## config.mk

```make
export PLATFORM = sky130hd
export DESIGN_NAME = pem_top
export DESIGN_NICKNAME = d
export VERILOG_FILES = /design/src/core/pem_pin_cell.v /design/src/core/pem_top.v
export VERILOG_INCLUDE_DIRS = /design/src /design/src/core
export SDC_FILE = /design/constraint.sdc
export NUM_CORES = 1
export LEC_CHECK = 0
export BUFFER_PORTS_ARGS = -buffer_cell sky130_fd_sc_hd__buf_2
export CORE_MARGIN = 3
export CORE_UTILIZATION = 43
export CTS_CLUSTER_SIZE = 28
export DETAILED_ROUTE_END_ITERATION = 16
export HOLD_SLACK_MARGIN = 0.12
export PLACE_DENSITY = 0.78
export SLEW_MARGIN = 15
export SYNTH_ARGS = -nofsm -noshare
export SYNTH_HDL_FRONTEND = slang
export SYNTH_SLANG_ARGS = --single-unit
```

## constraint.sdc

```tcl
create_clock -name pclk -period 1.55 [get_ports pclk]
set_clock_uncertainty 0.05 [all_clocks]
set_input_delay 0.155 -clock pclk [delete_from_list [all_inputs] [get_ports pclk]]
set_output_delay 0.155 -clock pclk [all_outputs]
set_load 0.01 [all_outputs]
```

## src/core/pem_map.vh

```
`ifndef PEM_MAP_VH
`define PEM_MAP_VH

// ----------------------------------------
// Register map
// ----------------------------------------
`define PEM_SEL_OFFSET   12'h000
`define PEM_STAT_OFFSET  12'h004
`define PEM_SEL_RESET    16'h0000

// ----------------------------------------
// Field positions (low bit of each pair)
// ----------------------------------------
`define PEM_P15_LSB 14
`define PEM_P14_LSB 12
`define PEM_P13_LSB 10
`define PEM_P12_LSB 8
`define PEM_P11_LSB 6
`define PEM_P10_LSB 4
`define PEM_P9_LSB  2

// ----------------------------------------
// Selector codes
// ----------------------------------------
`define PEM_CODE_PORT 2'h0
`define PEM_CODE_F1   2'h1
`define PEM_CODE_F2   2'h2
`define PEM_CODE_F3   2'h3

// ----------------------------------------
// Pins taken over by the debug port (index 3..0 = pins 12..9)
// ----------------------------------------
`define PEM_JTAG_PINS 7'h0F

`endif

```

## src/core/pem_pin_cell.v

```verilog
`timescale 1ns/1ps
`default_nettype none

// One pin: picks output value and enable from four sources by code
module pem_pin_cell
(
  // Selector
  input  wire [1:0] sel,
  input  wire [3:0] allowed,
  // Source values per code
  input  wire [3:0] src_out,
  input  wire [3:0] src_oe,
  // Result
  output reg        pin_out,
  output reg        pin_oe,
  output wire       legal
);

  // ----------------------------------------
  // Mux
  // ----------------------------------------
  // Prohibited code parks the pin undriven rather than guessing an owner
  assign legal = allowed[sel];

  always @*
  begin
    pin_out = src_out[sel] & legal;
    pin_oe  = src_oe[sel] & legal;
  end

endmodule
`default_nettype wire

```

## src/core/pem_top.v

```verilog
`timescale 1ns/1ps
`default_nettype none
`include "pem_map.vh"

module pem_top
#(
  parameter FLASH_VARIANT = 1
)
(
  // Clock and reset
  input  wire        pclk,
  input  wire        presetn,
  // APB slave
  input  wire        psel,
  input  wire        penable,
  input  wire        pwrite,
  input  wire [11:0] paddr,
  input  wire [31:0] pwdata,
  output reg  [31:0] prdata,
  output reg         pready,
  output reg         pslverr,
  // Debug strap
  input  wire        debug_mode_pin,
  // Pad side, pins 15..9 at index 6..0
  input  wire [6:0]  pad_in,
  output reg  [6:0]  pad_out,
  output reg  [6:0]  pad_oe,
  // General port I/O
  input  wire [6:0]  gpio_out,
  input  wire [6:0]  gpio_oe,
  output reg  [6:0]  gpio_in,
  // Timer channels 3 and 4
  input  wire        timer_ch4_d_out,
  input  wire        timer_ch4_d_oe,
  input  wire        timer_ch4_c_out,
  input  wire        timer_ch4_c_oe,
  input  wire        timer_ch4_b_out,
  input  wire        timer_ch4_b_oe,
  input  wire        timer_ch4_a_out,
  input  wire        timer_ch4_a_oe,
  input  wire        timer_ch3_d_out,
  input  wire        timer_ch3_d_oe,
  input  wire        timer_ch3_c_out,
  input  wire        timer_ch3_c_oe,
  input  wire        timer_ch3_b_out,
  input  wire        timer_ch3_b_oe,
  output reg  [6:0]  timer_in,
  // DMA and interrupt unit
  input  wire        dma_ack1_out,
  input  wire        dma_ack0_out,
  input  wire        irq_request_out,
  output reg         manual_reset_in,
  // Serial units
  input  wire        serial3_tx_out,
  input  wire        serial2_tx_out,
  output reg         serial3_rx_in,
  input  wire        serial3_clk_out,
  input  wire        serial3_clk_oe,
  output reg         serial3_clk_in,
  // JTAG
  input  wire        jtag_tdo,
  output reg         jtag_tck,
  output reg         jtag_tdi,
  output reg         jtag_trst,
  output reg         jtag_active
);

  // ----------------------------------------
  // Register and decode
  // ----------------------------------------
  reg  [15:0] sel_r;
  reg         debug_r;
  wire [6:0]  legal;
  wire        hit_sel  = (paddr == `PEM_SEL_OFFSET);
  wire        hit_stat = (paddr == `PEM_STAT_OFFSET);
  wire        access   = psel & penable;
  wire        setup    = psel & ~penable;

  // ----------------------------------------
  // Debug strap
  // ----------------------------------------
  // Forced JTAG only on flash part; mask part ignores the strap
  // Limitation: the strap is a level, so a mid-run change re-routes pins 12..9 two clock edges later
  wire        force_jtag = debug_r & (FLASH_VARIANT != 0);

  // Strap sampled by clock, never through the async reset
  always @(posedge pclk or negedge presetn)
  begin
    if (!presetn)
      debug_r <= 1'b0;
    else
      debug_r <= debug_mode_pin;
  end

  // Selector register, writes take effect at the access edge
  always @(posedge pclk or negedge presetn)
  begin
    if (!presetn)
      sel_r <= `PEM_SEL_RESET;
    else if (access & pwrite & hit_sel)
      sel_r <= pwdata[15:0];
  end

  // ----------------------------------------
  // APB read path and response
  // ----------------------------------------
  // Read data formed in the setup cycle, so it stands with pready
  reg  [31:0] rdata_nxt;
  always @*
  begin
    rdata_nxt = 32'h00000000;
    if (setup & ~pwrite & hit_sel)
      rdata_nxt = {16'h0000, sel_r};
    else if (setup & ~pwrite & hit_stat)
      rdata_nxt = {24'h000000, force_jtag, ~legal};
  end

  // APB answers in the first access cycle; unmapped gives slverr
  always @(posedge pclk or negedge presetn)
  begin
    if (!presetn)
    begin
      prdata  <= 32'h00000000;
      pready  <= 1'b0;
      pslverr <= 1'b0;
    end
    else
    begin
      pready  <= setup;
      pslverr <= setup & ~(hit_sel | hit_stat);
      prdata  <= rdata_nxt;
    end
  end

  // ----------------------------------------
  // Per-pin selection tables
  // ----------------------------------------
  // Index 6 = pin 15 .. index 0 = pin 9; vectors are {code3,code2,code1,code0}
  wire [1:0] sel_p [0:6];
  wire [3:0] allow [0:6];
  wire [3:0] s_out [0:6];
  wire [3:0] s_oe  [0:6];
  wire [6:0] mux_out;
  wire [6:0] mux_oe;
  wire [6:0] timer_nxt;
  // Pins 12..9 belong to the debug port when it is forced
  localparam [6:0] JTAG_PINS = `PEM_JTAG_PINS;

  assign sel_p[6] = sel_r[`PEM_P15_LSB+1:`PEM_P15_LSB];
  assign sel_p[5] = sel_r[`PEM_P14_LSB+1:`PEM_P14_LSB];
  assign sel_p[4] = sel_r[`PEM_P13_LSB+1:`PEM_P13_LSB];
  assign sel_p[3] = sel_r[`PEM_P12_LSB+1:`PEM_P12_LSB];
  assign sel_p[2] = sel_r[`PEM_P11_LSB+1:`PEM_P11_LSB];
  assign sel_p[1] = sel_r[`PEM_P10_LSB+1:`PEM_P10_LSB];
  assign sel_p[0] = sel_r[`PEM_P9_LSB+1:`PEM_P9_LSB];

  // Allowed codes per pin
  assign allow[6] = 4'hF;
  assign allow[5] = 4'h7;
  assign allow[4] = 4'h7;
  assign allow[3] = 4'hB;
  assign allow[2] = 4'hB;
  assign allow[1] = 4'h7;
  assign allow[0] = 4'hB;

  // Pin 15: port, timer 4D, DMA ack1, irq request
  assign s_out[6] = {irq_request_out,
                     dma_ack1_out,
                     timer_ch4_d_out,
                     gpio_out[6]};
  assign s_oe[6]  = {1'b1,
                     1'b1,
                     timer_ch4_d_oe,
                     gpio_oe[6]};

  // Pin 14: port, timer 4C, DMA ack0
  assign s_out[5] = {1'b0,
                     dma_ack0_out,
                     timer_ch4_c_out,
                     gpio_out[5]};
  assign s_oe[5]  = {1'b0,
                     1'b1,
                     timer_ch4_c_oe,
                     gpio_oe[5]};

  // Pin 13: port, timer 4B, manual reset input (not driven)
  assign s_out[4] = {1'b0,
                     1'b0,
                     timer_ch4_b_out,
                     gpio_out[4]};
  assign s_oe[4]  = {1'b0,
                     1'b0,
                     timer_ch4_b_oe,
                     gpio_oe[4]};

  // Pin 12: port, timer 4A, serial3 transmit
  assign s_out[3] = {serial3_tx_out,
                     1'b0,
                     timer_ch4_a_out,
                     gpio_out[3]};
  assign s_oe[3]  = {1'b1,
                     1'b0,
                     timer_ch4_a_oe,
                     gpio_oe[3]};

  // Pin 11: port, timer 3D, serial3 receive (input)
  assign s_out[2] = {1'b0,
                     1'b0,
                     timer_ch3_d_out,
                     gpio_out[2]};
  assign s_oe[2]  = {1'b0,
                     1'b0,
                     timer_ch3_d_oe,
                     gpio_oe[2]};

  // Pin 10: port, timer 3C, serial2 transmit
  assign s_out[1] = {1'b0,
                     serial2_tx_out,
                     timer_ch3_c_out,
                     gpio_out[1]};
  assign s_oe[1]  = {1'b0,
                     1'b1,
                     timer_ch3_c_oe,
                     gpio_oe[1]};

  // Pin 9: port, timer 3B, serial3 clock
  assign s_out[0] = {serial3_clk_out,
                     1'b0,
                     timer_ch3_b_out,
                     gpio_out[0]};
  assign s_oe[0]  = {serial3_clk_oe,
                     1'b0,
                     timer_ch3_b_oe,
                     gpio_oe[0]};

  // One mux cell per pin
  genvar gi;
  generate
    for (gi = 0; gi < 7; gi = gi + 1)
    begin : g_pin
      pem_pin_cell u_cell
      (
        .sel     (sel_p[gi]),
        .allowed (allow[gi]),
        .src_out (s_out[gi]),
        .src_oe  (s_oe[gi]),
        .pin_out (mux_out[gi]),
        .pin_oe  (mux_oe[gi]),
        .legal   (legal[gi])
      );
      // Timer sees the pad only on code 01 and not while JTAG owns the pin
      assign timer_nxt[gi] = (sel_p[gi] == `PEM_CODE_F1) & ~(force_jtag & JTAG_PINS[gi]) & pad_in[gi];
    end
  endgenerate

  // ----------------------------------------
  // Pad drive with JTAG override
  // ----------------------------------------
  // Next pad state: selector mux first, then the debug override on pins 12..9
  reg  [6:0] pad_out_nxt;
  reg  [6:0] pad_oe_nxt;
  always @*
  begin
    pad_out_nxt = mux_out;
    pad_oe_nxt  = mux_oe;
    if (force_jtag)
    begin
      pad_oe_nxt[3]  = 1'b0;
      pad_out_nxt[3] = 1'b0;
      pad_oe_nxt[2]  = 1'b1;
      pad_out_nxt[2] = jtag_tdo;
      pad_oe_nxt[1]  = 1'b0;
      pad_out_nxt[1] = 1'b0;
      pad_oe_nxt[0]  = 1'b0;
      pad_out_nxt[0] = 1'b0;
    end
  end

  // Registered outputs add one cycle of latency from selector to pad
  always @(posedge pclk or negedge presetn)
  begin
    if (!presetn)
    begin
      pad_out     <= 7'h00;
      pad_oe      <= 7'h00;
      jtag_active <= 1'b0;
    end
    else
    begin
      pad_out     <= pad_out_nxt;
      pad_oe      <= pad_oe_nxt;
      jtag_active <= force_jtag;
    end
  end

  // ----------------------------------------
  // Inputs routed back to peripherals
  // ----------------------------------------
  // Unselected peripheral inputs read as zero; JTAG pins hide the pad from the timer and serial3 inputs, not from gpio_in
  reg        manual_reset_in_nxt;
  reg        rx3_nxt;
  reg        clk3_nxt;
  reg  [2:0] jtag_in_nxt;
  always @*
  begin
    manual_reset_in_nxt    = (sel_p[4] == `PEM_CODE_F2) & pad_in[4];
    rx3_nxt     = 1'b0;
    clk3_nxt    = 1'b0;
    jtag_in_nxt = 3'h0;
    if (force_jtag)
    begin
      jtag_in_nxt = {pad_in[3], pad_in[1], pad_in[0]};
    end
    else
    begin
      rx3_nxt  = (sel_p[2] == `PEM_CODE_F3) & pad_in[2];
      clk3_nxt = (sel_p[0] == `PEM_CODE_F3) & pad_in[0];
    end
  end

  // Registered so every peripheral input changes only at a clock edge
  always @(posedge pclk or negedge presetn)
  begin
    if (!presetn)
    begin
      gpio_in         <= 7'h00;
      timer_in        <= 7'h00;
      manual_reset_in <= 1'b0;
      serial3_rx_in   <= 1'b0;
      serial3_clk_in  <= 1'b0;
      jtag_tck        <= 1'b0;
      jtag_tdi        <= 1'b0;
      jtag_trst       <= 1'b0;
    end
    else
    begin
      gpio_in         <= pad_in;
      timer_in        <= timer_nxt;
      manual_reset_in <= manual_reset_in_nxt;
      serial3_rx_in   <= rx3_nxt;
      serial3_clk_in  <= clk3_nxt;
      jtag_tck        <= jtag_in_nxt[2];
      jtag_tdi        <= jtag_in_nxt[1];
      jtag_trst       <= jtag_in_nxt[0];
    end
  end

endmodule
`default_nettype wire

```

# Yosys cells after proc, flatten, opt, wreduce, memory -nomap -nowiden

Cells that the tools add are included.

Flip-flop bits (word level): 86
Bits of input ports: 93
Output and inout bits: 69

Order comparisons: 7
Eq/ne operators: 11
Multiplexer cells: 49
Bitwise gates (word level): 42
Reduce and logical (&&, ||, !) cells: 1

Operator list:

| kind                  | number |
|---|---|
| $bmux W1 S2           | 21 |
| $and A1 B1 Y1         | 36 |
| $mux W32              | 1 |
| $mux W1               | 23 |
| $lt A2 B3 Y1 const B  | 7 |
| $eq A2 B1 Y1 const B  | 7 |
| $eq A12 B3 Y1 const B | 1 |
| $logic_not A12 Y1     | 1 |
| $mux W4               | 2 |
| $mux W8               | 1 |
| $not A7 Y7            | 1 |
| $eq A2 B2 Y1 const B  | 3 |
| $not A1 Y1            | 4 |
| $mux W3               | 1 |
| $or A1 B1 Y1          | 1 |

# Depth between registers and ports, before layout

Gate-level depths: netlist of the first run.

Depth in word-level cells: 6
Mapped depth: 4
Gate-level depth less buffers: 3

# Cells and area by module

A second synthesis of the first run with hierarchy kept.

Cells, all modules: 213
Area, all modules: 3203.1 µm²

Modules (own cells, without submodules):

| module       | times used | cells each | area each (µm²) | sequential area each (µm²) |
|---|---|---|---|---|
| pem_top      | 1          | 178        | 2590.0          | 1751.7 |
| pem_pin_cell | 7          | 5          | 87.6            | 0.0 |

# Worst setup path before layout of the first run

Ideal clock, no wire load.

Kind: input to register
Start point: in paddr[10]
End point: reg sel_r[10]
Arrival time: 1694 ps
Required time: 1375 ps
Setup slack: -318 ps
Cell stages on the path: 4
Path buffers: 1
Cell sequence: or4_1 -> nor4_4 -> buf_6 -> mux2_2

Word-level cells in the longest chain between the ends: 2

Ends and longest elaborated chain:

| element                            | RTL line      | text |
|---|---|---|
| start: declaration                 | pem_top.v:17  | `input wire [11:0] paddr,` |
| $logic_not A12 Y1 (no source line) | -             |  |
| $and A1 B1 Y1                      | pem_top.v:100 | `else if (access & pwrite & hit_sel)` |
| end signal: assignment             | pem_top.v:99  | `` sel_r <= `PEM_SEL_RESET; `` |
| end signal: assignment             | pem_top.v:101 | `sel_r <= pwdata[15:0];` |
| end: declaration                   | pem_top.v:71  | `reg [15:0] sel_r;` |

No other way between the ends.
A chain may end at the register's enable or synchronous reset.

# Final worst setup path of the first run

Start point: in paddr[10]
End point: reg sel_r[2]

The elaborated chain is that of the path after synthesis.

==> impl_metrics.prom, run 1 <==
# TYPE chip_impl_metric gauge
chip_impl_metric{name="first_global_vias",unit=""} 2458
chip_impl_metric{name="drt_iter0_markers",unit=""} 104
chip_impl_metric{name="drtAntennaViolNets",unit=""} 0
chip_impl_metric{name="required_time_of_the_critical_path",unit="ns"} 1.71
chip_impl_metric{name="cts-buffers-inserted",unit=""} 9
chip_impl_metric{name="groute.layer.met1.usage",unit="%"} 23.00
chip_impl_metric{name="drc_errors",unit=""} 0
chip_impl_metric{name="nFillCells",unit=""} 429
chip_impl_info{name="worstSetupStartpointType",value="input port"} 1
chip_impl_info{name="status",value="finished with violations"} 1
chip_impl_info{name="synth_area_leader_cell",value="sky130_fd_sc_hd__dfrtp_1"} 1
chip_impl_metric{name="placedCellCount",unit=""} 415
chip_impl_metric{name="die_h",unit="um"} 86.19
chip_impl_metric{name="syn-instance-count",unit=""} 207
chip_impl_metric{name="count_of_max_cap_constraint_violations",unit=""} 0
chip_impl_metric{name="synth-async-reset-ratio",unit="%"} 100.0
chip_impl_metric{name="powerDensity",unit="nW/um^2"} 902.9
chip_impl_metric{name="i_o_buffers",unit=""} 129
chip_impl_info{name="yosys-top-cells-count",value="sky130_fd_sc_hd__dfrtp_1 (70), sky130_fd_sc_hd__buf_4 (16), sky130_fd_sc_hd__mux2_2 (16)"} 1
chip_impl_metric{name="gr-total-overflow",unit=""} 0
chip_impl_info{name="tritoncts",value="done"} 1
chip_impl_metric{name="num_io_pins",unit=""} 162
chip_impl_info{name="synth_area_leaders",value="sky130_fd_sc_hd__dfrtp_1 (63%), sky130_fd_sc_hd__mux2_2 (6.5%), sky130_fd_sc_hd__buf_4 (4.3%), sky130_fd_sc_hd__mux2i_1 (3.6%), sky130_fd_sc_hd__and2_1 (2.5%)"} 1
chip_impl_metric{name="clk_pin_slew",unit="ns"} 0.07
chip_impl_metric{name="arrival",unit="ns"} 1.72
chip_impl_metric{name="finish.instance_area",unit="sq um"} 4312
chip_impl_info{name="rsz0062_at_grt",value="true"} 1
chip_impl_metric{name="final-instance-count-excl-fill",unit=""} 484
chip_impl_metric{name="die_x",unit="um"} 86.19
chip_impl_metric{name="p_leak",unit="nW"} 2.210
chip_impl_info{name="failed_checks",value="setup timing"} 1
chip_impl_metric{name="gr-usage-met3",unit="%"} 4.753
chip_impl_metric{name="area_of_the_core_region",unit="sq um"} 6061
chip_impl_info{name="ctsRootBufferMaster",value="sky130_fd_sc_hd__clkbuf_8"} 1
chip_impl_metric{name="power",unit="mW"} 3.893
chip_impl_info{name="hold_class",value="in -> reg"} 1
chip_impl_metric{name="std_cell_rows",unit=""} 28
chip_impl_metric{name="vias",unit=""} 2332
chip_impl_metric{name="fin_crit_sh",unit="%"} 100.2
chip_impl_metric{name="initial_core_utilization",unit="%"} 45.62
chip_impl_metric{name="timing.final.ws_setup",unit="ns"} -0.002588
chip_impl_metric{name="hold_viol_final",unit=""} 0
chip_impl_metric{name="drt_pre_antenna_iters",unit=""} 4
chip_impl_metric{name="synth-warning-count",unit=""} 0
chip_impl_info{name="global_route.peak_usage_layer",value="met2"} 1
chip_impl_metric{name="viasPerCell",unit=""} 4.818
chip_impl_metric{name="dieArea",unit="sq um"} 7429
chip_impl_metric{name="postSynthAreaPerCell",unit="sq um"} 13.36
chip_impl_metric{name="drt_wl_total",unit="mm"} 7.544
chip_impl_metric{name="synth-seq-cells",unit=""} 70
chip_impl_metric{name="slew_viol_final",unit=""} 0
chip_impl_metric{name="grt_pass1_wl",unit="mm"} 11.85
chip_impl_metric{name="gpl.final_weighted_congestion",unit=""} 0.7349
chip_impl_info{name="synthMostInstantiatedCell",value="sky130_fd_sc_hd__dfrtp_1"} 1
chip_impl_metric{name="achievable-frequency",unit="MHz"} 644.1
chip_impl_metric{name="grt_max_degree",unit=""} 34
chip_impl_metric{name="ys_seq_area_share",unit="%"} 63.35
chip_impl_info{name="synth_flop_cell",value="sky130_fd_sc_hd__dfrtp_1"} 1
chip_impl_metric{name="final_util",unit="%"} 71.14
chip_impl_metric{name="critical_path.max_fanout",unit=""} 16
chip_impl_metric{name="diodes",unit=""} 0
chip_impl_info{name="setup.worst_path.class",value="in -> reg"} 1
chip_impl_metric{name="placedInstanceArea",unit="sq um"} 3541
chip_impl_metric{name="cts.path.max_buffers",unit=""} 2
chip_impl_metric{name="fin_crit",unit="ns"} 1.553
chip_impl_metric{name="detailed_place_hpwl",unit="mm"} 4.875
chip_impl_metric{name="clock_sink_count",unit=""} 70
chip_impl_metric{name="h-tree-depth",unit=""} 3
chip_impl_metric{name="synth_edf_count",unit=""} 0
chip_impl_metric{name="finalNetCount",unit=""} 497
chip_impl_metric{name="grt_antenna_before_repair",unit=""} 0
chip_impl_metric{name="max_ir_drop_vdd",unit="V"} 0.0005665
chip_impl_metric{name="groute.layer.met2.usage",unit="%"} 38.89
chip_impl_metric{name="post_synth_top_area_share",unit="%"} 63.35
chip_impl_metric{name="wl_per_cell",unit="um"} 15.59
chip_impl_metric{name="final-setup-viol-count",unit=""} 1
chip_impl_metric{name="layout-drive-gt1-share",unit="%"} 45.97
chip_impl_metric{name="post_synthesis_instance_area",unit="sq um"} 2765
chip_impl_metric{name="worstSkewPairLatency",unit="ns"} 0.33
chip_impl_metric{name="track_usage",unit="%"} 20.88
chip_impl_metric{name="flow.area_growth_from_synthesis",unit="%"} 55.93
chip_impl_metric{name="ys_types",unit=""} 37
chip_impl_info{name="critical_path_end_type",value="register"} 1
## cell families (layout without fill, tap and decap cells)
kind of cell	after synthesis	count (layout)	synth area share [%]
muxes	27	27	10.95
and+or+nand+nor	62	62	14.25
other	1	16	0.1356
AOI/OAI and AO/OA	19	19	5.023
buffers and inverters	28	215	6.290
DFF	70	70	63.35
## final cells by class
class	instances	area [sq um]	share of cell area (%)
sequential	70	1759	40.80
clock inverter	5	82.58	1.915
tap	75	93.84	2.176
inverter	3	11.26	0.2612
timing repair buffer	196	1309	30.35
clock buffer	11	141.4	3.279
multi-input combinational	124	914.6	21.21
## cells in the final DEF (no fill, tap or decap), drive strengths merged
| cell | n |
|---|---|
| dfrtp | 70 |
| nor3b | 1 |
| o21bai | 2 |
| nand4b | 1 |
| a32oi | 6 |
| o21ai | 2 |
| or4b | 1 |
| o21a | 4 |
| clkbuf | 11 |
| nand2 | 5 |
| bufinv | 2 |
| mux2 | 16 |
| mux4 | 1 |
| dlygate4sd3 | 53 |
| nor4 | 2 |
| clkinv | 3 |
| nor4bb | 2 |
| nor2 | 15 |
| and2 | 11 |
| nor4b | 4 |
| a21oi | 3 |
| nand3b | 3 |
| o31ai | 1 |
| and4b | 1 |
| conb | 16 |
| buf | 143 |
| inv | 3 |
| mux2i | 10 |
| or3 | 2 |
| nand3 | 3 |
| and3b | 2 |
| nor3 | 4 |
| or4 | 2 |
| nand2b | 1 |
| nor2b | 2 |
| a211o | 1 |
## layer usage
layer | up-vias | part of all wire (%) | routed length [um]
li1 | 1091 | - | -
met1 | 1117 | 37 | 2770
met2 | 114 | 53 | 3976
met3 | 10 | 9.2 | 694
met4 | 0 | 1.4 | 102
met5 | - | 0 | 0
## worst max-delay path, stage by stage
cell                     delay (ns)
sky130_fd_sc_hd__buf_2         0.11
sky130_fd_sc_hd__or4_4         0.57
sky130_fd_sc_hd__nor4_4        0.34
sky130_fd_sc_hd__buf_12        0.20
sky130_fd_sc_hd__mux2_2        0.34
## power by group
group | internal, mW | leakage (nW) | total (mW) | switching (mW)
clock network | 0.954 | 0.113 | 1.61 | 0.660
logic | 0.228 | 1.18 | 0.406 | 0.178
registers | 1.86 | 0.916 | 1.87 | 0.0113
total | 3.04 | 2.21 | 3.89 | 0.849
## flip-flops by register name, indices dropped and copies added (netlist names), 7 cells and up
signal / flops
prdata: 16
sel_r: 16
gpio_in: 7
pad_oe: 7
pad_out: 7
timer_in: 7
## per-stage QoR
stage                     setup slack (ns)  hold WS [ns]  setup TNS [ns]
final                            -0.002588        0.1365       -0.002588
after global routing              -0.03352        0.1427         -0.2704
after CTS                          0.02152        0.1251               0
after detailed placement           -0.3274       0.04273          -8.534
after global placement             -0.2932       0.04121          -7.402
after floorplan                    -0.3169       -0.1906          -4.197
## timing repair
action / in CTS / in global routing
setup endpoints to repair: 0 / 23
hold buffers: 53 / 0
buffers inserted: 0 / 0
hold endpoints to repair: 123 / 0
resized for setup: 0 / 8
## worst paths after layout
path / from / endpoint / slack [ns] / cells after the start
max: paddr[10] / sel_r[2] / -0.003 / 5
min: timer_ch3_d_out / pad_out[2] / 0.14 / 3
max reg2reg: sel_r[12] / pad_oe[5] / 0.04 / 3
min reg2reg: sel_r[0] / sel_r[0] / 0.46 / 1
max in group asynchronous: presetn / sel_r[4] / 0.73 / 3
min in group asynchronous: presetn / gpio_in[4] / 0.22 / 2
Power figures use the tool's default switching activity.
==> inputs of run 2 (changes only) <==
--- a/config.mk
+++ b/config.mk
@@ -13,6 +13,7 @@
 export DETAILED_ROUTE_END_ITERATION = 16
 export HOLD_SLACK_MARGIN = 0.12
 export PLACE_DENSITY = 0.78
+export RECOVER_POWER = 100
 export SLEW_MARGIN = 15
 export SYNTH_ARGS = -nofsm -noshare
 export SYNTH_HDL_FRONTEND = slang
==> run 2 against run 1 <==
Against the previous run:
- the flow still finishes with violations (setup timing)
- total power fell by 0.42%
- sequential cell count did not move
- global-route usage did not move
- core utilization fell by 1.4 points
- sequential power barely moved
- fmax fell by 0.47%
- register-to-register slack barely moved
- final cell count did not move
- largest cell class unchanged
- largest power group unchanged
==> impl_metrics.prom, run 2 (same netlist as run 1, synthesis figures left out) <==
# TYPE chip_impl_metric gauge
chip_impl_info{name="setup.worst_path.class",value="in -> reg"} 1
chip_impl_metric{name="critical_path.max_fanout",unit=""} 16
chip_impl_metric{name="gpl.final_weighted_congestion",unit=""} 0.7349
chip_impl_metric{name="viasPerCell",unit=""} 4.791
chip_impl_metric{name="gr-total-overflow",unit=""} 0
chip_impl_metric{name="die_h",unit="um"} 86.19
chip_impl_info{name="failed_checks",value="setup timing"} 1
chip_impl_metric{name="area_of_the_core_region",unit="sq um"} 6061
chip_impl_metric{name="grt_max_degree",unit=""} 34
chip_impl_metric{name="clk_pin_slew",unit="ns"} 0.07
chip_impl_metric{name="wl_per_cell",unit="um"} 15.65
chip_impl_metric{name="slew_headroom",unit="%"} 54.58
chip_impl_metric{name="final-setup-viol-count",unit=""} 8
chip_impl_metric{name="grt_antenna_before_repair",unit=""} 0
chip_impl_metric{name="drtAntennaViolNets",unit=""} 0
chip_impl_metric{name="cts-buffers-inserted",unit=""} 9
chip_impl_metric{name="cts.path.max_buffers",unit=""} 2
chip_impl_metric{name="slew_viol_final",unit=""} 0
chip_impl_metric{name="vias",unit=""} 2319
chip_impl_metric{name="drt_pre_antenna_iters",unit=""} 4
chip_impl_info{name="worstSetupStartpointType",value="input port"} 1
chip_impl_metric{name="arrival",unit="ns"} 1.72
chip_impl_metric{name="finalNetCount",unit=""} 497
chip_impl_info{name="status",value="finished with violations"} 1
chip_impl_info{name="rsz0062_at_grt",value="true"} 1
chip_impl_metric{name="p_leak",unit="nW"} 1.992
chip_impl_metric{name="hold_ws",unit="ns"} 0.1367
chip_impl_metric{name="drt_wl_total",unit="mm"} 7.574
chip_impl_info{name="tritoncts",value="done"} 1
chip_impl_metric{name="timing.final.ws_setup",unit="ns"} -0.009905
chip_impl_metric{name="track_usage",unit="%"} 20.88
chip_impl_info{name="mostFrequentLayoutCells",value="sky130_fd_sc_hd__buf_2 (68), sky130_fd_sc_hd__dfrtp_1 (65), sky130_fd_sc_hd__clkbuf_1 (61)"} 1
chip_impl_info{name="critical_path_end_type",value="register"} 1
chip_impl_info{name="commonest_non_fill_non_tap_cell_in_the_layout",value="sky130_fd_sc_hd__buf_2"} 1
chip_impl_metric{name="die_x",unit="um"} 86.19
chip_impl_metric{name="first_global_vias",unit=""} 2458
chip_impl_metric{name="drt_iter0_markers",unit=""} 73
chip_impl_metric{name="nFillCells",unit=""} 467
chip_impl_metric{name="diodes",unit=""} 0
chip_impl_metric{name="count_of_max_cap_constraint_violations",unit=""} 0
chip_impl_metric{name="hold_viol_final",unit=""} 0
chip_impl_metric{name="initial_core_utilization",unit="%"} 45.62
chip_impl_metric{name="tightest_slew",unit="ns"} 0.6813
chip_impl_metric{name="achievable-frequency",unit="MHz"} 641.1
chip_impl_metric{name="fin_crit",unit="ns"} 1.560
chip_impl_metric{name="groute.layer.met1.usage",unit="%"} 23.00
chip_impl_metric{name="fin_crit_sh",unit="%"} 100.6
chip_impl_metric{name="gr-usage-met3",unit="%"} 4.753
chip_impl_metric{name="dieArea",unit="sq um"} 7429
chip_impl_metric{name="timing.setup.tns",unit="ns"} -0.03553
chip_impl_metric{name="layout-drive-gt1-share",unit="%"} 31.05
chip_impl_info{name="hold_class",value="in -> reg"} 1
chip_impl_metric{name="std_cell_rows",unit=""} 28
chip_impl_metric{name="required_time_of_the_critical_path",unit="ns"} 1.71
chip_impl_metric{name="flow.area_growth_from_synthesis",unit="%"} 52.90
chip_impl_info{name="top_regs",value="prdata x16, sel_r x16"} 1
chip_impl_metric{name="worstSkewPairLatency",unit="ns"} 0.33
chip_impl_metric{name="groute.layer.met2.usage",unit="%"} 38.89
chip_impl_metric{name="powerDensity",unit="nW/um^2"} 917.0
chip_impl_metric{name="detailed_place_hpwl",unit="mm"} 4.875
chip_impl_info{name="global_route.peak_usage_layer",value="met2"} 1
chip_impl_info{name="ctsRootBufferMaster",value="sky130_fd_sc_hd__clkbuf_8"} 1
chip_impl_metric{name="i_o_buffers",unit=""} 129
chip_impl_metric{name="num_io_pins",unit=""} 162
chip_impl_metric{name="drc_errors",unit=""} 0
chip_impl_metric{name="grt_pass1_wl",unit="mm"} 11.85
chip_impl_metric{name="max_ir_drop_vdd",unit="V"} 0.0005651
chip_impl_metric{name="placement.setup.worst_slack",unit="ns"} -0.3274
chip_impl_metric{name="h-tree-depth",unit=""} 3
chip_impl_metric{name="clock_sink_count",unit=""} 70
## run 2: cell types whose count changed in the layout (fill, tap and decap cells not counted), moves of 2 or more
cell / change
sky130_fd_sc_hd__and2_0: +2
sky130_fd_sc_hd__clkbuf_2: +3
sky130_fd_sc_hd__buf_4: -3
sky130_fd_sc_hd__clkbuf_1: +60
sky130_fd_sc_hd__and2_1: -2
sky130_fd_sc_hd__buf_2: -60
## run 2: path summary, 6_finish.rpt
kind	start	slack, ns	cells past startpoint	to
max in group asynchronous	presetn	0.36	3	pad_oe[1]
worst min register to register	sel_r[0]	0.46	1	sel_r[0]
worst min-delay path	timer_ch3_d_out	0.14	3	pad_out[2]
worst max register to register	sel_r[13]	0.04	3	pad_oe[5]
min in group asynchronous	presetn	0.34	2	gpio_in[4]
worst max-delay path	paddr[10]	-0.01	5	sel_r[2]
## run 2: per-stage QoR
| stage | util (%) | std cells | instance area [sq um] | total power, mW |
|---|---|---|---|---|
| 4_1_cts | 70.87 | 484 | 4295 | 3.925 |
| 3_3_place_gp | 58.42 | 415 | 3541 | 2.199 |
| 3_5_place_dp | 58.42 | 415 | 3541 | 2.206 |
| 2_1_floorplan | - | 222 | 2838 | 2.029 |
| 6_report | 69.76 | 484 | 4228 | 3.877 |
| 5_1_grt | 69.76 | 484 | 4228 | 4.047 |
## run 2: layout make-up
cell class | instances | area, sq um | share of cell area, %
Sequential cell | 70 | 1758 | 41.58
Timing Repair Buffer | 196 | 1226 | 29.00
Multi-Input combinational cell | 124 | 914.6 | 21.63
Clock buffer | 11 | 141.4 | 3.344
Tap cell | 75 | 93.84 | 2.220
Clock inverter | 5 | 82.58 | 1.953
Inverter | 3 | 11.26 | 0.2664
## run 2: critical path, stage by stage
cell and delay [ns]:
sky130_fd_sc_hd__buf_2 0.11, sky130_fd_sc_hd__or4_4 0.57, sky130_fd_sc_hd__nor4_4 0.35, sky130_fd_sc_hd__buf_12 0.20, sky130_fd_sc_hd__mux2_2 0.34
## run 2: layer usage
metal / wire [um] / vias up
li1: - / 1085
met1: 2818 / 1109
met2: 4001 / 116
met3: 666 / 9
met4: 87 / 0
met5: 0 / -
## run 2: timing repair
| item | CTS | global route |
|---|---|---|
| setup buffers | 0 | 0 |
| hold buffers | 53 | 0 |
| resized for setup | 0 | 8 |
| setup endpoints to repair | 0 | 23 |
| endpoints found under the hold margin | 123 | 0 |
## run 2: report_power, final
group / switching, mW / internal (mW)
Combinational: 0.178 / 0.212
Sequential: 0.0122 / 1.86
Clock: 0.657 / 0.954
Total: 0.847 / 3.03
==> inputs of run 3 (changes only) <==
==> constraint.sdc (replaced) <==
create_clock -name pclk -period 1.55 [get_ports pclk]
set_clock_uncertainty 0.05 [all_clocks]
set_input_delay 0.0775 -clock pclk [delete_from_list [all_inputs] [get_ports pclk]]
set_output_delay 0.0775 -clock pclk [all_outputs]
set_load 0.01 [all_outputs]
==> run 3 against run 2 <==
Against the previous run:
- the run still ends with setup timing left
- sequential cell count unchanged
- clock-buffer cell count is 2 lower
- non-clock buffer count increased by 12
- wire length grew 7.8%
- global-route usage up 1.6 points
- first-iteration DRC count increased by 44%
- total power down 2.2%
- cell area grew 3.9%
- sequential share of layout area is 1.5 points lower
- die area is the same
- critical path depth fell by 2
- final cell count increased by 2.5%
- critical path type is now reg -> reg
==> impl_metrics.prom, run 3 (same netlist as run 1, synthesis figures left out) <==
# TYPE chip_impl_metric gauge
chip_impl_info{name="status",value="finished with violations"} 1
chip_impl_info{name="failed_checks",value="setup timing"} 1
chip_impl_metric{name="powerDensity",unit="nW/um^2"} 863.1
chip_impl_metric{name="placement.setup.worst_slack",unit="ns"} -0.2716
chip_impl_metric{name="timing.critical_path.slowest_cell_delay",unit="ns"} 0.59
chip_impl_metric{name="die_h",unit="um"} 86.19
chip_impl_metric{name="drt_iter0_markers",unit=""} 105
chip_impl_metric{name="drc_errors",unit=""} 0
chip_impl_info{name="hold_start",value="pwrite"} 1
chip_impl_metric{name="final-setup-viol-count",unit=""} 1
chip_impl_metric{name="final_util",unit="%"} 72.48
chip_impl_metric{name="die_x",unit="um"} 86.19
chip_impl_metric{name="fin_crit_sh",unit="%"} 104.2
chip_impl_info{name="hold_class",value="in -> reg"} 1
chip_impl_metric{name="gr-total-overflow",unit=""} 0
chip_impl_info{name="crit_path_start",value="sel_r[13]"} 1
chip_impl_info{name="worstSetupStartpointType",value="register"} 1
chip_impl_metric{name="clk_pin_slew",unit="ns"} 0.08
chip_impl_metric{name="hold_viol_final",unit=""} 0
chip_impl_info{name="ctsRootBufferMaster",value="sky130_fd_sc_hd__clkbuf_8"} 1
chip_impl_info{name="setup.worst_path.class",value="reg -> reg"} 1
chip_impl_metric{name="timing.setup.tns",unit="ns"} -0.06488
chip_impl_metric{name="grt_antenna_before_repair",unit=""} 0
chip_impl_metric{name="grt_max_degree",unit=""} 38
chip_impl_metric{name="num_io_pins",unit=""} 162
chip_impl_metric{name="required_time_of_the_critical_path",unit="ns"} 1.72
chip_impl_metric{name="cts-buffers-inserted",unit=""} 9
chip_impl_metric{name="p_leak",unit="nW"} 2.226
chip_impl_metric{name="dieArea",unit="sq um"} 7429
chip_impl_metric{name="clock_sink_count",unit=""} 70
chip_impl_metric{name="drt_pre_antenna_iters",unit=""} 4
chip_impl_metric{name="max_ir_drop_vdd",unit="V"} 0.0005513
chip_impl_metric{name="viasPerCell",unit=""} 4.847
chip_impl_metric{name="diodes",unit=""} 0
chip_impl_metric{name="critical_path.max_fanout",unit=""} 8
chip_impl_metric{name="h-tree-depth",unit=""} 3
chip_impl_metric{name="finalNetCount",unit=""} 509
chip_impl_metric{name="vias",unit=""} 2404
chip_impl_metric{name="flow.area_growth_from_synthesis",unit="%"} 58.87
chip_impl_metric{name="placedInstanceArea",unit="sq um"} 3550
chip_impl_metric{name="count_of_max_cap_constraint_violations",unit=""} 0
chip_impl_metric{name="slew_headroom",unit="%"} 35.97
chip_impl_info{name="critical_path_end_type",value="register"} 1
chip_impl_metric{name="slew_viol_final",unit=""} 0
chip_impl_metric{name="wl_per_cell",unit="um"} 16.46
chip_impl_info{name="top_regs",value="prdata x16, sel_r x16"} 1
chip_impl_metric{name="crit_buf_inv",unit=""} 1
chip_impl_info{name="r2r_start",value="sel_r[13]"} 1
chip_impl_metric{name="drtAntennaViolNets",unit=""} 0
chip_impl_metric{name="std_cell_rows",unit=""} 28
chip_impl_metric{name="worstSkewPairLatency",unit="ns"} 0.35
chip_impl_metric{name="grt_pass1_wl",unit="mm"} 12.72
chip_impl_metric{name="finish.instance_area",unit="sq um"} 4393
chip_impl_metric{name="timing.final.ws_setup",unit="ns"} -0.06488
chip_impl_info{name="tritoncts",value="done"} 1
chip_impl_metric{name="track_usage",unit="%"} 22.45
chip_impl_metric{name="drt_wl_total",unit="mm"} 8.164
chip_impl_metric{name="first_global_vias",unit=""} 2638
chip_impl_metric{name="tightest_slew",unit="ns"} 0.9604
chip_impl_metric{name="layout-drive-gt1-share",unit="%"} 44.89
chip_impl_metric{name="fin_crit",unit="ns"} 1.615
chip_impl_metric{name="met1_length",unit="mm"} 3.034
chip_impl_metric{name="achievable-frequency",unit="MHz"} 619.2
chip_impl_metric{name="met3_length",unit="um"} 727
chip_impl_metric{name="hold_ws",unit="ns"} 0.1136
chip_impl_metric{name="cts.path.max_buffers",unit=""} 2
chip_impl_info{name="commonest_non_fill_non_tap_cell_in_the_layout",value="sky130_fd_sc_hd__buf_2"} 1
chip_impl_info{name="critical_path.top_delay_family",value="buffers and inverters"} 1
chip_impl_metric{name="detailed_place_hpwl",unit="mm"} 5.023
chip_impl_metric{name="i_o_buffers",unit=""} 129
chip_impl_info{name="uppermost_layer_routed",value="met4"} 1
chip_impl_metric{name="dr_wl_met2",unit="mm"} 4.298
chip_impl_info{name="mostFrequentLayoutCells",value="sky130_fd_sc_hd__buf_2 (121), sky130_fd_sc_hd__dfrtp_1 (62), sky130_fd_sc_hd__dlygate4sd3_1 (61)"} 1
chip_impl_metric{name="arrival",unit="ns"} 1.78
chip_impl_info{name="critical_path.slowest_cell",value="sky130_fd_sc_hd__dlygate4sd3_1"} 1
chip_impl_info{name="crit_chain",value="nor3_1 -> a21oi_1 -> dlygate4sd3_1"} 1
chip_impl_metric{name="initial_core_utilization",unit="%"} 45.62
chip_impl_metric{name="gpl.final_weighted_congestion",unit=""} 0.7760
chip_impl_metric{name="area_of_the_core_region",unit="sq um"} 6061
-- run 3: metal layers --
metal | up-vias | track usage, %
li1 | 1112 | -
met5 | - | 0
met2 | 128 | 39.80
met3 | 12 | 6.654
met4 | 0 | 10.06
met1 | 1152 | 24.86
-- run 3: stage by stage --
stage / cells / power [mW]
final: 496 / 3.791
after detailed placement: 417 / 2.206
after CTS: 495 / 3.812
after floorplan: 222 / 2.028
after global placement: 417 / 2.199
after global routing: 496 / 3.938
-- run 3: area by class of cell --
type | instances | area (sq um)
clock buffers | 9 | 123.9
clock inverters | 7 | 80.08
repair buffers | 208 | 1411
multi-input cells | 124 | 910.9
flip-flops and latches | 70 | 1762
fillers | 394 | 1668
inverters | 3 | 11.26
well taps | 75 | 93.84
-- run 3: path summary, 6_finish.rpt --
path / slack, ns / cells after the start / to
worst min register to register: 0.44 / 0 / jtag_active
worst min-delay path: 0.11 / 4 / prdata[8]
max in group asynchronous: 0.40 / 3 / sel_r[14]
min in group asynchronous: 0.36 / 2 / pad_oe[4]
worst max-delay path: -0.06 / 3 / pad_oe[5]
worst max register to register: -0.06 / 3 / pad_oe[5]
-- run 3: repair_timing --
item / CTS / global route
endpoints found under the hold margin: 126 / 0
setup endpoints to repair: 0 / 8
hold buffers: 62 / 0
setup buffers: 0 / 2
gates resized for setup: 0 / 13
-- run 3: tightest hold or removal path, stage by stage --
cell and delay, ns:
sky130_fd_sc_hd__buf_2 0.09, sky130_fd_sc_hd__or4b_2 0.15, sky130_fd_sc_hd__buf_4 0.12, sky130_fd_sc_hd__nor3_1 0.04
-- run 3: power by group --
| part | internal [mW] | switching [mW] | total [mW] |
|---|---|---|---|
| combinational | 0.238 | 0.187 | 0.425 |
| sequential | 1.86 | 0.0119 | 1.87 |
| clock | 0.762 | 0.730 | 1.49 |
